## src/pkg/bitbang_pkg.sv

```systemverilog
// Constants and types for one channel's bit-bang data path.
// Assumes a single core clock that stands for the baud reference.
package bitbang_pkg;

    // ------------------------------------------------------------
    // Clock reference
    // ------------------------------------------------------------
    localparam int OSC_HZ = 6000000; // Oscillator input
    localparam int REF_MULT = 8; // Multiplier factor
    localparam int REF_HZ = OSC_HZ * REF_MULT; // 48 MHz baud reference

    // ------------------------------------------------------------
    // Prescaler fields
    // ------------------------------------------------------------
    localparam int DIV_INT_W = 14; // Integer divisor width
    localparam int DIV_FRAC_W = 3; // Fraction width in eighths
    localparam int DIV_CNT_W = 15; // Counter holds up to 16,384
    localparam logic [DIV_CNT_W-1:0] DIV_MIN = 15'h0002; // Smallest n
    localparam logic [DIV_CNT_W-1:0] DIV_MAX = 15'h4000; // n when field is zero

    // ------------------------------------------------------------
    // Buffers
    // ------------------------------------------------------------
    localparam int TX_DEPTH = 128; // Transmit buffer bytes
    localparam int TX_PTR_W = 7; // Transmit pointer width
    localparam int RX_DEPTH = 384; // Receive buffer bytes
    localparam int RX_PTR_W = 9; // Receive pointer width
    localparam logic [RX_PTR_W-1:0] RX_LAST = 9'h17f; // Last receive index
    localparam logic [RX_PTR_W:0] RX_FULL = 10'h180; // Receive full count
    localparam logic [RX_PTR_W:0] PKT_SIZE = 10'h040; // Normal packet bytes

    // ------------------------------------------------------------
    // Types
    // ------------------------------------------------------------
    typedef enum logic [1:0]
    {
        MODE_OFF = 2'b00, // Port idle, pins released
        MODE_ASYNC = 2'b01, // Timer paced bit-bang
        MODE_SYNC = 2'b10 // Sample only on write
    } mode_t;

    typedef enum logic
    {
        RX_IDLE = 1'b0, // Waiting for host request
        RX_SEND = 1'b1 // Releasing a packet
    } rx_state_t;

    typedef struct packed
    {
        logic [7:0] oe; // Per-line output enable
        logic [7:0] data; // Per-line output level
    } port_drive_t;

endpackage : bitbang_pkg

```

## src/core/bitbang_channel.sv

```systemverilog
// One channel's bit-bang data path: prescaler, buffers, port, strobes.
// Assumes host side handshakes on the core clock and pins are asynchronous.
`timescale 1ns/10ps
module bitbang_channel
(
    input wire logic i_mclk,
    input wire logic i_rst_n,
    input wire bitbang_pkg::mode_t i_mode,
    input wire logic [13:0] i_div_int,
    input wire logic [2:0] i_div_frac,
    input wire logic [7:0] i_dir,
    input wire logic i_tx_valid,
    input wire logic [7:0] i_tx_data,
    output logic o_tx_ready,
    input wire logic i_rx_req,
    output logic o_rx_valid,
    output logic [7:0] o_rx_data,
    input wire logic i_rx_ready,
    input wire logic [7:0] i_pin,
    output bitbang_pkg::port_drive_t o_port,
    output logic o_wr_strobe_n,
    output logic o_rd_strobe_n,
    output logic o_baud_x16,
    input wire logic i_send_now_wake_n
);
    // ------------------------------------------------------------
    // Declarations
    // ------------------------------------------------------------
    logic [14:0] pre_cnt, next_pre_cnt; // Cycles left in current period
    logic [2:0] frac_acc, next_frac_acc; // Carried eighths
    logic pace; // One-cycle x16 tick
    logic [14:0] div_n; // Effective integer n
    logic [3:0] frac_sum; // Fraction accumulation
    logic [7:0] tx_mem [bitbang_pkg::TX_DEPTH]; // Transmit buffer
    logic [6:0] tx_rd, next_tx_rd, tx_wr, next_tx_wr;
    logic [7:0] tx_cnt, next_tx_cnt; // Bytes held, 0..128
    logic [7:0] rx_mem [bitbang_pkg::RX_DEPTH]; // Receive buffer
    logic [8:0] rx_rd, next_rx_rd, rx_wr, next_rx_wr;
    logic [9:0] rx_cnt, next_rx_cnt; // Bytes held, 0..384
    logic [9:0] burst, next_burst; // Bytes left in packet
    bitbang_pkg::rx_state_t rx_state, next_rx_state;
    bitbang_pkg::port_drive_t next_port;
    logic next_wr_n, next_rd_n;
    logic [7:0] pin_s1, pin_s2, pin_s3, pin_ok, next_pin_ok; // Pin sync
    logic sn_s1, sn_s2, sn_s3, sn_ok, next_sn_ok; // Send-now sync
    logic flush, next_flush; // Send-now pending
    logic tx_push, tx_pop, rx_push, rx_pop;
    logic active; // Any bit-bang mode

    // ------------------------------------------------------------
    // Prescaler
    // ------------------------------------------------------------
    // Zero field means 16,384; values below two clamp to two
    always_comb
    begin
        if (i_div_int == 14'h0000)
            div_n = bitbang_pkg::DIV_MAX;
        else if ({1'b0, i_div_int} < bitbang_pkg::DIV_MIN)
            div_n = bitbang_pkg::DIV_MIN;
        else
            div_n = {1'b0, i_div_int};
        frac_sum = {1'b0, frac_acc} + {1'b0, i_div_frac};
        pace = (pre_cnt == 15'h0000);
        next_pre_cnt = pre_cnt - 15'h0001;
        next_frac_acc = frac_acc;
        if (pace)
        begin
            // Carry out adds one cycle; eighths spread evenly
            next_pre_cnt = div_n - 15'h0001 + {14'h0000, frac_sum[3]};
            next_frac_acc = frac_sum[2:0];
        end
    end
    // Prescaler registers; core clock stands for the 48 MHz reference
    always_ff @(posedge i_mclk or negedge i_rst_n)
    begin
        if (!i_rst_n)
        begin
            pre_cnt <= 15'h0000;
            frac_acc <= 3'h0;
        end
        else
        begin
            pre_cnt <= next_pre_cnt;
            frac_acc <= next_frac_acc;
        end
    end

    // ------------------------------------------------------------
    // Input synchronisers
    // ------------------------------------------------------------
    // Three stages; accept a change once stages two and three agree
    always_comb
    begin
        next_pin_ok = pin_ok;
        for (int i = 0; i < 8; i++)
        begin
            if (pin_s2[i] == pin_s3[i])
                next_pin_ok[i] = pin_s3[i];
        end
        next_sn_ok = (sn_s2 == sn_s3) ? sn_s3 : sn_ok;
    end
    // Synchroniser flops
    always_ff @(posedge i_mclk or negedge i_rst_n)
    begin
        if (!i_rst_n)
        begin
            pin_s1 <= 8'h00;
            pin_s2 <= 8'h00;
            pin_s3 <= 8'h00;
            pin_ok <= 8'h00;
            sn_s1 <= 1'b1;
            sn_s2 <= 1'b1;
            sn_s3 <= 1'b1;
            sn_ok <= 1'b1;
        end
        else
        begin
            pin_s1 <= i_pin;
            pin_s2 <= pin_s1;
            pin_s3 <= pin_s2;
            pin_ok <= next_pin_ok;
            sn_s1 <= i_send_now_wake_n;
            sn_s2 <= sn_s1;
            sn_s3 <= sn_s2;
            sn_ok <= next_sn_ok;
        end
    end

    // ------------------------------------------------------------
    // Port engine
    // ------------------------------------------------------------
    // Each tick moves at most one buffered byte to the pins and may sample them
    always_comb
    begin
        active = (i_mode == bitbang_pkg::MODE_ASYNC) || (i_mode == bitbang_pkg::MODE_SYNC);
        tx_pop = 1'b0;
        rx_push = 1'b0;
        next_port = o_port;
        next_wr_n = 1'b1;
        next_rd_n = 1'b1;
        next_port.oe = active ? i_dir : 8'h00;
        case (i_mode)
            bitbang_pkg::MODE_ASYNC:
            begin
                // Timer paced write, free running read
                if (pace && tx_cnt != 8'h00)
                begin
                    tx_pop = 1'b1;
                    next_port.data = tx_mem[tx_rd];
                    next_wr_n = 1'b0;
                end
                if (pace && rx_cnt != bitbang_pkg::RX_FULL)
                begin
                    rx_push = 1'b1;
                    next_rd_n = 1'b0;
                end
            end
            bitbang_pkg::MODE_SYNC:
            begin
                // Read only alongside a write, one byte back per byte out
                if (pace && tx_cnt != 8'h00 && rx_cnt != bitbang_pkg::RX_FULL)
                begin
                    tx_pop = 1'b1;
                    rx_push = 1'b1;
                    next_port.data = tx_mem[tx_rd];
                    next_wr_n = 1'b0;
                    next_rd_n = 1'b0;
                end
            end
            default:
            begin
                // Idle: pins released, no strobes
                next_port.oe = 8'h00;
            end
        endcase
    end
    // Port and strobe registers
    always_ff @(posedge i_mclk or negedge i_rst_n)
    begin
        if (!i_rst_n)
        begin
            o_port <= '{oe: 8'h00, data: 8'h00};
            o_wr_strobe_n <= 1'b1;
            o_rd_strobe_n <= 1'b1;
            o_baud_x16 <= 1'b0;
        end
        else
        begin
            o_port <= next_port;
            o_wr_strobe_n <= next_wr_n;
            o_rd_strobe_n <= next_rd_n;
            o_baud_x16 <= pace;
        end
    end

    // ------------------------------------------------------------
    // Transmit buffer
    // ------------------------------------------------------------
    // Host fills, port engine drains
    always_comb
    begin
        o_tx_ready = (tx_cnt != 8'(bitbang_pkg::TX_DEPTH));
        tx_push = i_tx_valid && o_tx_ready;
        next_tx_wr = tx_push ? tx_wr + 7'h01 : tx_wr;
        next_tx_rd = tx_pop ? tx_rd + 7'h01 : tx_rd;
        next_tx_cnt = tx_cnt + {7'h00, tx_push} - {7'h00, tx_pop};
    end
    // Transmit pointers and storage
    always_ff @(posedge i_mclk or negedge i_rst_n)
    begin
        if (!i_rst_n)
        begin
            tx_wr <= 7'h00;
            tx_rd <= 7'h00;
            tx_cnt <= 8'h00;
        end
        else
        begin
            tx_wr <= next_tx_wr;
            tx_rd <= next_tx_rd;
            tx_cnt <= next_tx_cnt;
            if (tx_push)
                tx_mem[tx_wr] <= i_tx_data;
        end
    end

    // ------------------------------------------------------------
    // Receive buffer and release
    // ------------------------------------------------------------
    // Full packet or pending flush lets a host request start a burst
    always_comb
    begin
        next_rx_state = rx_state;
        next_burst = burst;
        next_flush = flush;
        if (sn_ok && !next_sn_ok)
            next_flush = 1'b1;
        o_rx_valid = (rx_state == bitbang_pkg::RX_SEND) && (burst != 10'h000);
        o_rx_data = rx_mem[rx_rd];
        rx_pop = o_rx_valid && i_rx_ready;
        case (rx_state)
            bitbang_pkg::RX_IDLE:
            begin
                if (i_rx_req && flush)
                begin
                    // Whole buffer regardless of packet size
                    next_burst = rx_cnt;
                    next_flush = sn_ok && !next_sn_ok; // Fresh edge survives
                    next_rx_state = bitbang_pkg::RX_SEND;
                end
                else if (i_rx_req && rx_cnt >= bitbang_pkg::PKT_SIZE)
                begin
                    next_burst = bitbang_pkg::PKT_SIZE;
                    next_rx_state = bitbang_pkg::RX_SEND;
                end
            end
            bitbang_pkg::RX_SEND:
            begin
                if (rx_pop)
                    next_burst = burst - 10'h001;
                if (burst == 10'h000 || (rx_pop && burst == 10'h001))
                    next_rx_state = bitbang_pkg::RX_IDLE;
            end
            default:
            begin
                next_rx_state = bitbang_pkg::RX_IDLE;
            end
        endcase
        next_rx_wr = rx_push ? ((rx_wr == bitbang_pkg::RX_LAST) ? 9'h000 : rx_wr + 9'h001) : rx_wr;
        next_rx_rd = rx_pop ? ((rx_rd == bitbang_pkg::RX_LAST) ? 9'h000 : rx_rd + 9'h001) : rx_rd;
        next_rx_cnt = rx_cnt + {9'h000, rx_push} - {9'h000, rx_pop};
    end
    // Receive pointers, state and storage
    always_ff @(posedge i_mclk or negedge i_rst_n)
    begin
        if (!i_rst_n)
        begin
            rx_wr <= 9'h000;
            rx_rd <= 9'h000;
            rx_cnt <= 10'h000;
            burst <= 10'h000;
            flush <= 1'b0;
            rx_state <= bitbang_pkg::RX_IDLE;
        end
        else
        begin
            rx_wr <= next_rx_wr;
            rx_rd <= next_rx_rd;
            rx_cnt <= next_rx_cnt;
            burst <= next_burst;
            flush <= next_flush;
            rx_state <= next_rx_state;
            if (rx_push)
                rx_mem[rx_wr] <= pin_ok;
        end
    end
endmodule : bitbang_channel

```

## config.mk

```make
export PLATFORM = sky130hd
export DESIGN_NAME = bitbang_channel
export DESIGN_NICKNAME = d
export VERILOG_FILES = /design/src/pkg/bitbang_pkg.sv /design/src/core/bitbang_channel.sv
export SDC_FILE = /design/constraint.sdc
export NUM_CORES = 2
export LEC_CHECK = 0
export ABC_AREA = 0
export BUFFER_PORTS_ARGS = -buffer_cell sky130_fd_sc_hd__buf_2
export CORE_MARGIN = 2
export CORE_UTILIZATION = 55
export DETAILED_ROUTE_END_ITERATION = 6
export PLACE_DENSITY = 0.79
export SYNTH_ARGS = -nofsm -noshare
export SYNTH_HDL_FRONTEND = slang
export SYNTH_SLANG_ARGS = --single-unit
```

## constraint.sdc

```tcl
create_clock -name i_mclk -period 7.7 [get_ports i_mclk]
set_input_delay 0.385 -clock i_mclk [delete_from_list [all_inputs] [get_ports i_mclk]]
set_output_delay 0.385 -clock i_mclk [all_outputs]
set_load 0.05 [all_outputs]
```

Yosys cells after proc, flatten, opt, wreduce, memory -nomap -nowiden
Memories as Yosys holds them, arrays and structs flattened.
Index checks and enable logic that the tools add are counted.
Widths: inputs -> output; s select.
{ "word_totals": {"register_bits": 135, "latchBits": 0, "ramBits": 4096, "romBits": 0, "in_bits": 49, "out_inout_bits": 29, "wordCells": 129, "memories": 2} }
{ "memory_table": {"columns": ["name", "depth", "word_bits", "read_ports", "rd_ports_with_merged_regs", "write_ports", "line_no", "text"], "rows": [
  ["rx_mem", 384, 8, 1, 0, 1, "bitbang_channel.sv:37", "logic [7:0] rx_mem [bitbang_pkg::RX_DEPTH];"],
  ["tx_mem", 128, 8, 1, 0, 1, "bitbang_channel.sv:34", "logic [7:0] tx_mem [bitbang_pkg::TX_DEPTH];"]
]} }
{ "op_classes": {"n_addsub": 13, "mul": 0, "div_mod_pow": 0, "order_cmp": 2, "eq_ne": 20, "n_shift": 0, "mux": 36, "bitwise_logic": 1, "reduce_logical": 24} }
{ "op_table": {"columns": ["operator", "count"], "rows": [
  ["$mux 8", 4],
  ["$mux 10", 3],
  ["$mux 15", 2],
  ["$sub 15x1->15 const B", 2],
  ["$pmux 10 s2", 1],
  ["$add 9x1->9 const B", 2],
  ["$eq 9x9->1 const B", 2],
  ["$mux 9", 2],
  ["$mux 1", 17],
  ["$pmux 8 s2", 1],
  ["$add 15x1->15", 1],
  ["$logic_not 15->1", 1],
  ["$add 7x1->7 const B", 2],
  ["$logic_not 14->1", 1],
  ["$lt 14x2->1 const B", 1],
  ["$mux 14", 1],
  ["$logic_and 1x1->1", 12],
  ["$add 10x1->10", 1],
  ["$eq 10x1->1 const B", 1],
  ["$ge 10x7->1 const B", 1],
  ["$logic_not 10->1", 1],
  ["$ne 10x9->1 const B", 1],
  ["$pmux 1 s2", 5],
  ["$reduce_bool 10->1", 1],
  ["19 further kinds", 30]
]} }

Depth between registers and ports, before layout
{ "logic_depth": {"depth_word": 8, "mapped_depth": 20, "depth_no_buf": 20} }

Least setup slack after synthesis
No wires, ideal clock.
{ "synth_path": {"kind": "register to register", "from": "register pin_ok[0]", "to": "memory rx_mem[0][0] (data pin)", "setup_time_ns": 1.105, "arrival_time_ns": 4.628, "required_ns": 6.595, "setup_slack_ns": 1.967, "stages_incl_launch_ff": 1, "path_buffers": 0, "period_less_slack_ns": 5.733, "cell_sequence": "dfrtp_1"} }
{ "synth_lines": {"columns": ["item", "line_no", "text"], "rows": [
  ["start: declaration", "bitbang_channel.sv:44", "logic [7:0] pin_s1, pin_s2, pin_s3, pin_ok, next_pin_ok;"],
  ["start signal: assignment", "bitbang_channel.sv:121", "pin_ok <= next_pin_ok;"],
  ["end: declaration", "bitbang_channel.sv:37", null]
]} }
No word-level cell before the write port.

Final worst setup path
{ "layout_path": {"from": "register rx_rd[0]", "to": "output port o_rx_data[4]"} }
{ "layout_via": {"elab_chain_len": 1} }
{ "layout_rtl": {"columns": ["item", "line_no", "text"], "rows": [
  ["start: declaration", "bitbang_channel.sv:38", "logic [8:0] rx_rd, next_rx_rd, rx_wr, next_rx_wr;"],
  ["start signal: assignment", "bitbang_channel.sv:288", "rx_rd <= next_rx_rd;"],
  ["$mem_v2 384x8", null, null],
  ["end: declaration", "bitbang_channel.sv:17", "output logic [7:0] o_rx_data,"]
]} }
Every way passes these cells.

==> summary.txt <==
status - finished with violations
failing checks - DRC
IO Count - 78
CTS tree - yes
Final Cycle Share - 87.12%
biggest cell delay along the critical path - 1.11 ns
Syn Nets - 7787
Top delay family on crit path - compound AO/OA/AOI/OAI gates
Placer Congestion - 0.8844
PortBufs - 77
NetSw - 16.68 mW
cts repair resizes - 0
minimum clock period - 6.708 ns
total track usage - 28.60%
CTS sink count - 4231
Worst EP required - 7.32 ns
sequential share of power - 45.1%
DR vias - 85.09k
TritonCTS Buffers - 394
Die Ht - 550.8 microns
Mapped Cells - 7689
Layout area overhead - 11.29%
drt total wl - 435200 microns
Wirelength per Cell - 35.62 microns
P_int - 41.42 mW
share of layout cells above drive strength 1 - 23.65%
hpwl dp - 238200 microns
CP arrival - 6.32 ns
most common cell after layout, fill and taps aside - edfxtp_1
Clk network pwr share - 34.1%
worst slew pin tran - 1.440 ns
initial core utilization - 55.31%
Seq/Total Area, Yosys - 76.86%
worst ir drop on vdd - 0.2990 mV
most used cell, CP - mux4_2
Crit. End Element - output pin
Row Count - 200
post-detailed-route count of antenna-violating nets - 0
Cell variety after synth - 75
drt pass-1 iters - 7
Die Width - 550.8 microns
unrepaired setup endpoints after global routing - false
Area after DPL - 0.1694 sq mm
Skew-Pair Late Insertion Delay - 0.98 ns
fmax - 0.1491 GHz
min-delay worst type - in -> reg
EDFF count, synth - 4096
most frequent cells in the layout - edfxtp_1 (4096), mux4_2 (1084), nor2_1 (615)
largest net degree at the start of global routing - 202
DR DRC count - 23
global-route wire length before repair - 621700 microns
RR Endpoint - rx_mem[129][1]
Core Area - 0.2973 sq mm
Net count, final - 8029
post-synthesis register bit count - 4231
GR Overflow Total - 0
vias in the first global route - 85.75k
Worst-path clk slew - 0.06 ns
WP depth - 8
YS warnings - 0
Leak - 56.44 nW
Final TNS setup - 0 ns
crit path cell chain - buf_4 -> mux4_2 -> mux4_2 -> a22oi_1 -> nand2_1 -> o21ai_0 -> a21oi_1 -> buf_2
R2R depth - 8
routed vias/inst - 6.964
Root Buffer - clkbuf_16
initial antenna violation count - 21
CTS HTree Levels - 5
top_reg_cell synth - edfxtp_1
worst r2r src - pre_cnt[2]
hold path endpoint - tx_mem[122][1]
crit path launch type - register
DRT iter0 DRCs - 14.00k
CP Max Fanout - 46
DIE AREA - 0.3034 sq mm
design area - 0.1830 sq mm
Buf/Inv on CP - 2
Max-Cap Viols - 0
PD cells - 317.5 mW/mm^2
kind of critical path - reg -> out
Comb power frac - 20.7%
Hold Fails Final Rpt - 0
R2R Setup Slk - 2.35 ns
Net Sw Frac - 28.71%
count of final setup violators - 0
Post-Syn Area per Cell - 21.39 sq um
Layout Skew - 0.07964 ns
min-delay src - i_tx_data[1]
Synth Cell Area - 0.1644 sq mm
relative slew slack - 4.030%
WHS Path Cells - 1
CP max stage cell - dfrtp_4
max-slew violations - 0
Filler Cell Count - 18.71k
Async S/R FF share, synth - 3.191%
clock buffer depth - 4
==> registers in the layout, summed over array words and instances, names as in the netlist, 3 cells and up <==
| signal | cells |
|---|---|
| pin_s2 | 8 |
| tx_wr | 7 |
| pin_s1 | 8 |
| tx_rd | 7 |
| pin_ok | 8 |
| o_port | 16 |
| rx_wr | 9 |
| pin_s3 | 8 |
| rx_cnt | 10 |
| tx_mem | 1024 |
| burst | 10 |
| pre_cnt | 15 |
| rx_rd | 9 |
| frac_acc | 3 |
| rx_mem | 3072 |
| tx_cnt | 8 |
==> area by class of cell <==
| class | instances | area [sq um] | area share, % |
|---|---|---|---|
| repair buffers | 288 | 2444 | 1.335 |
| flip-flops and latches | 4231 | 126400 | 69.10 |
| well taps | 3939 | 4928 | 2.693 |
| clock buffers | 477 | 10360 | 5.661 |
| clock inverters | 250 | 2629 | 1.437 |
| diodes | 16 | 40.04 | 0.02188 |
| multi-input cells | 2960 | 35930 | 19.63 |
| inverters | 56 | 222.7 | 0.1217 |
==> how the worst max path moves through the flow <==
stage,slack (ns),to,start
2_1_floorplan,1.97,rx_mem[0][0],pin_ok[0]
3_3_place_gp,1.93,o_rx_data[0],rx_rd[0]
3_5_place_dp,2.06,o_rx_data[0],rx_rd[0]
4_1_cts,1.00,o_rx_data[4],rx_rd[0]
5_1_grt,0.92,o_rx_data[3],rx_rd[0]
6_report,0.99,o_rx_data[4],rx_rd[0]
==> logic make-up after synthesis <==
| kind of cell | after synthesis | synth area share, % |
|---|---|---|
| AO/OA/AOI/OAI | 535 | 2.198 |
| XOR/XNOR | 58 | 0.3089 |
| adder cells (fa/ha/maj) | 58 | 0.4413 |
| buffers and inverters | 498 | 1.364 |
| flip-flops | 4231 | 76.86 |
| multiplexers | 1300 | 16.17 |
| AND/OR/NAND/NOR | 1009 | 2.660 |
==> power groups by stage <==
stage / Combinational (mW) / Sequential [mW] / Clock (mW)
after floorplan: 7.50 / 26.7 / 0
after global placement: 11.3 / 26.7 / 0
after detailed placement: 11.5 / 26.7 / 0
after CTS: 11.8 / 26.2 / 19.8
after global routing: 12.3 / 26.2 / 20.6
final: 12.1 / 26.2 / 19.8
==> through the flow <==
step                      power, mW  setup slack, ns  hold slack [ns]  util [%]  cells
after floorplan               34.24            1.967          0.08941         -   7689
after global placement        38.00            1.932           0.3403     56.97  11410
after detailed placement      38.23            2.061           0.3410     56.97  11410
after CTS                     57.88            1.000          0.01809     61.54  12200
after global routing          59.18           0.9220          0.06540     61.55  12200
final                         58.10           0.9921          0.04406     61.56  12220
==> per-layer routing <==
metal	wire length (microns)	GRT usage [%]	up-vias
li1	-	-	32450
met4	28970	16.25	26
met1	142900	36.56	43720
met3	54540	6.953	1480
met2	208700	45.36	7405
met5	177	0	-
==> Yosys cell counts (31+ instances only) <==
library cell	count	area, sq um
a21oi_1	123	615.6
a221oi_1	41	359.1
a22oi_1	86	645.6
buf_1	62	232.7
buf_2	112	560.5
buf_4	32	240.2
clkbuf_1	221	829.6
dfrtp_1	129	3228
edfxtp_1	4096	123000
ha_1	46	575.6
inv_1	53	198.9
mux2i_1	210	2102
mux4_2	1084	24410
nand2_1	155	581.8
nand3_1	58	290.3
nor2_1	618	2320
nor2b_1	31	193.9
nor3_1	40	200.2
o21ai_0	69	345.3
o22ai_1	64	400.4
xnor2_1	31	271.5
==> what timing repair did <==
action | 4_1_cts | 5_1_grt
buffers inserted | 0 | 0
hold buffers | 59 | 0
setup endpoints to repair | 0 | 0
hold endpoints to repair | 319 | 0
(Power assumes the default switching activity.)
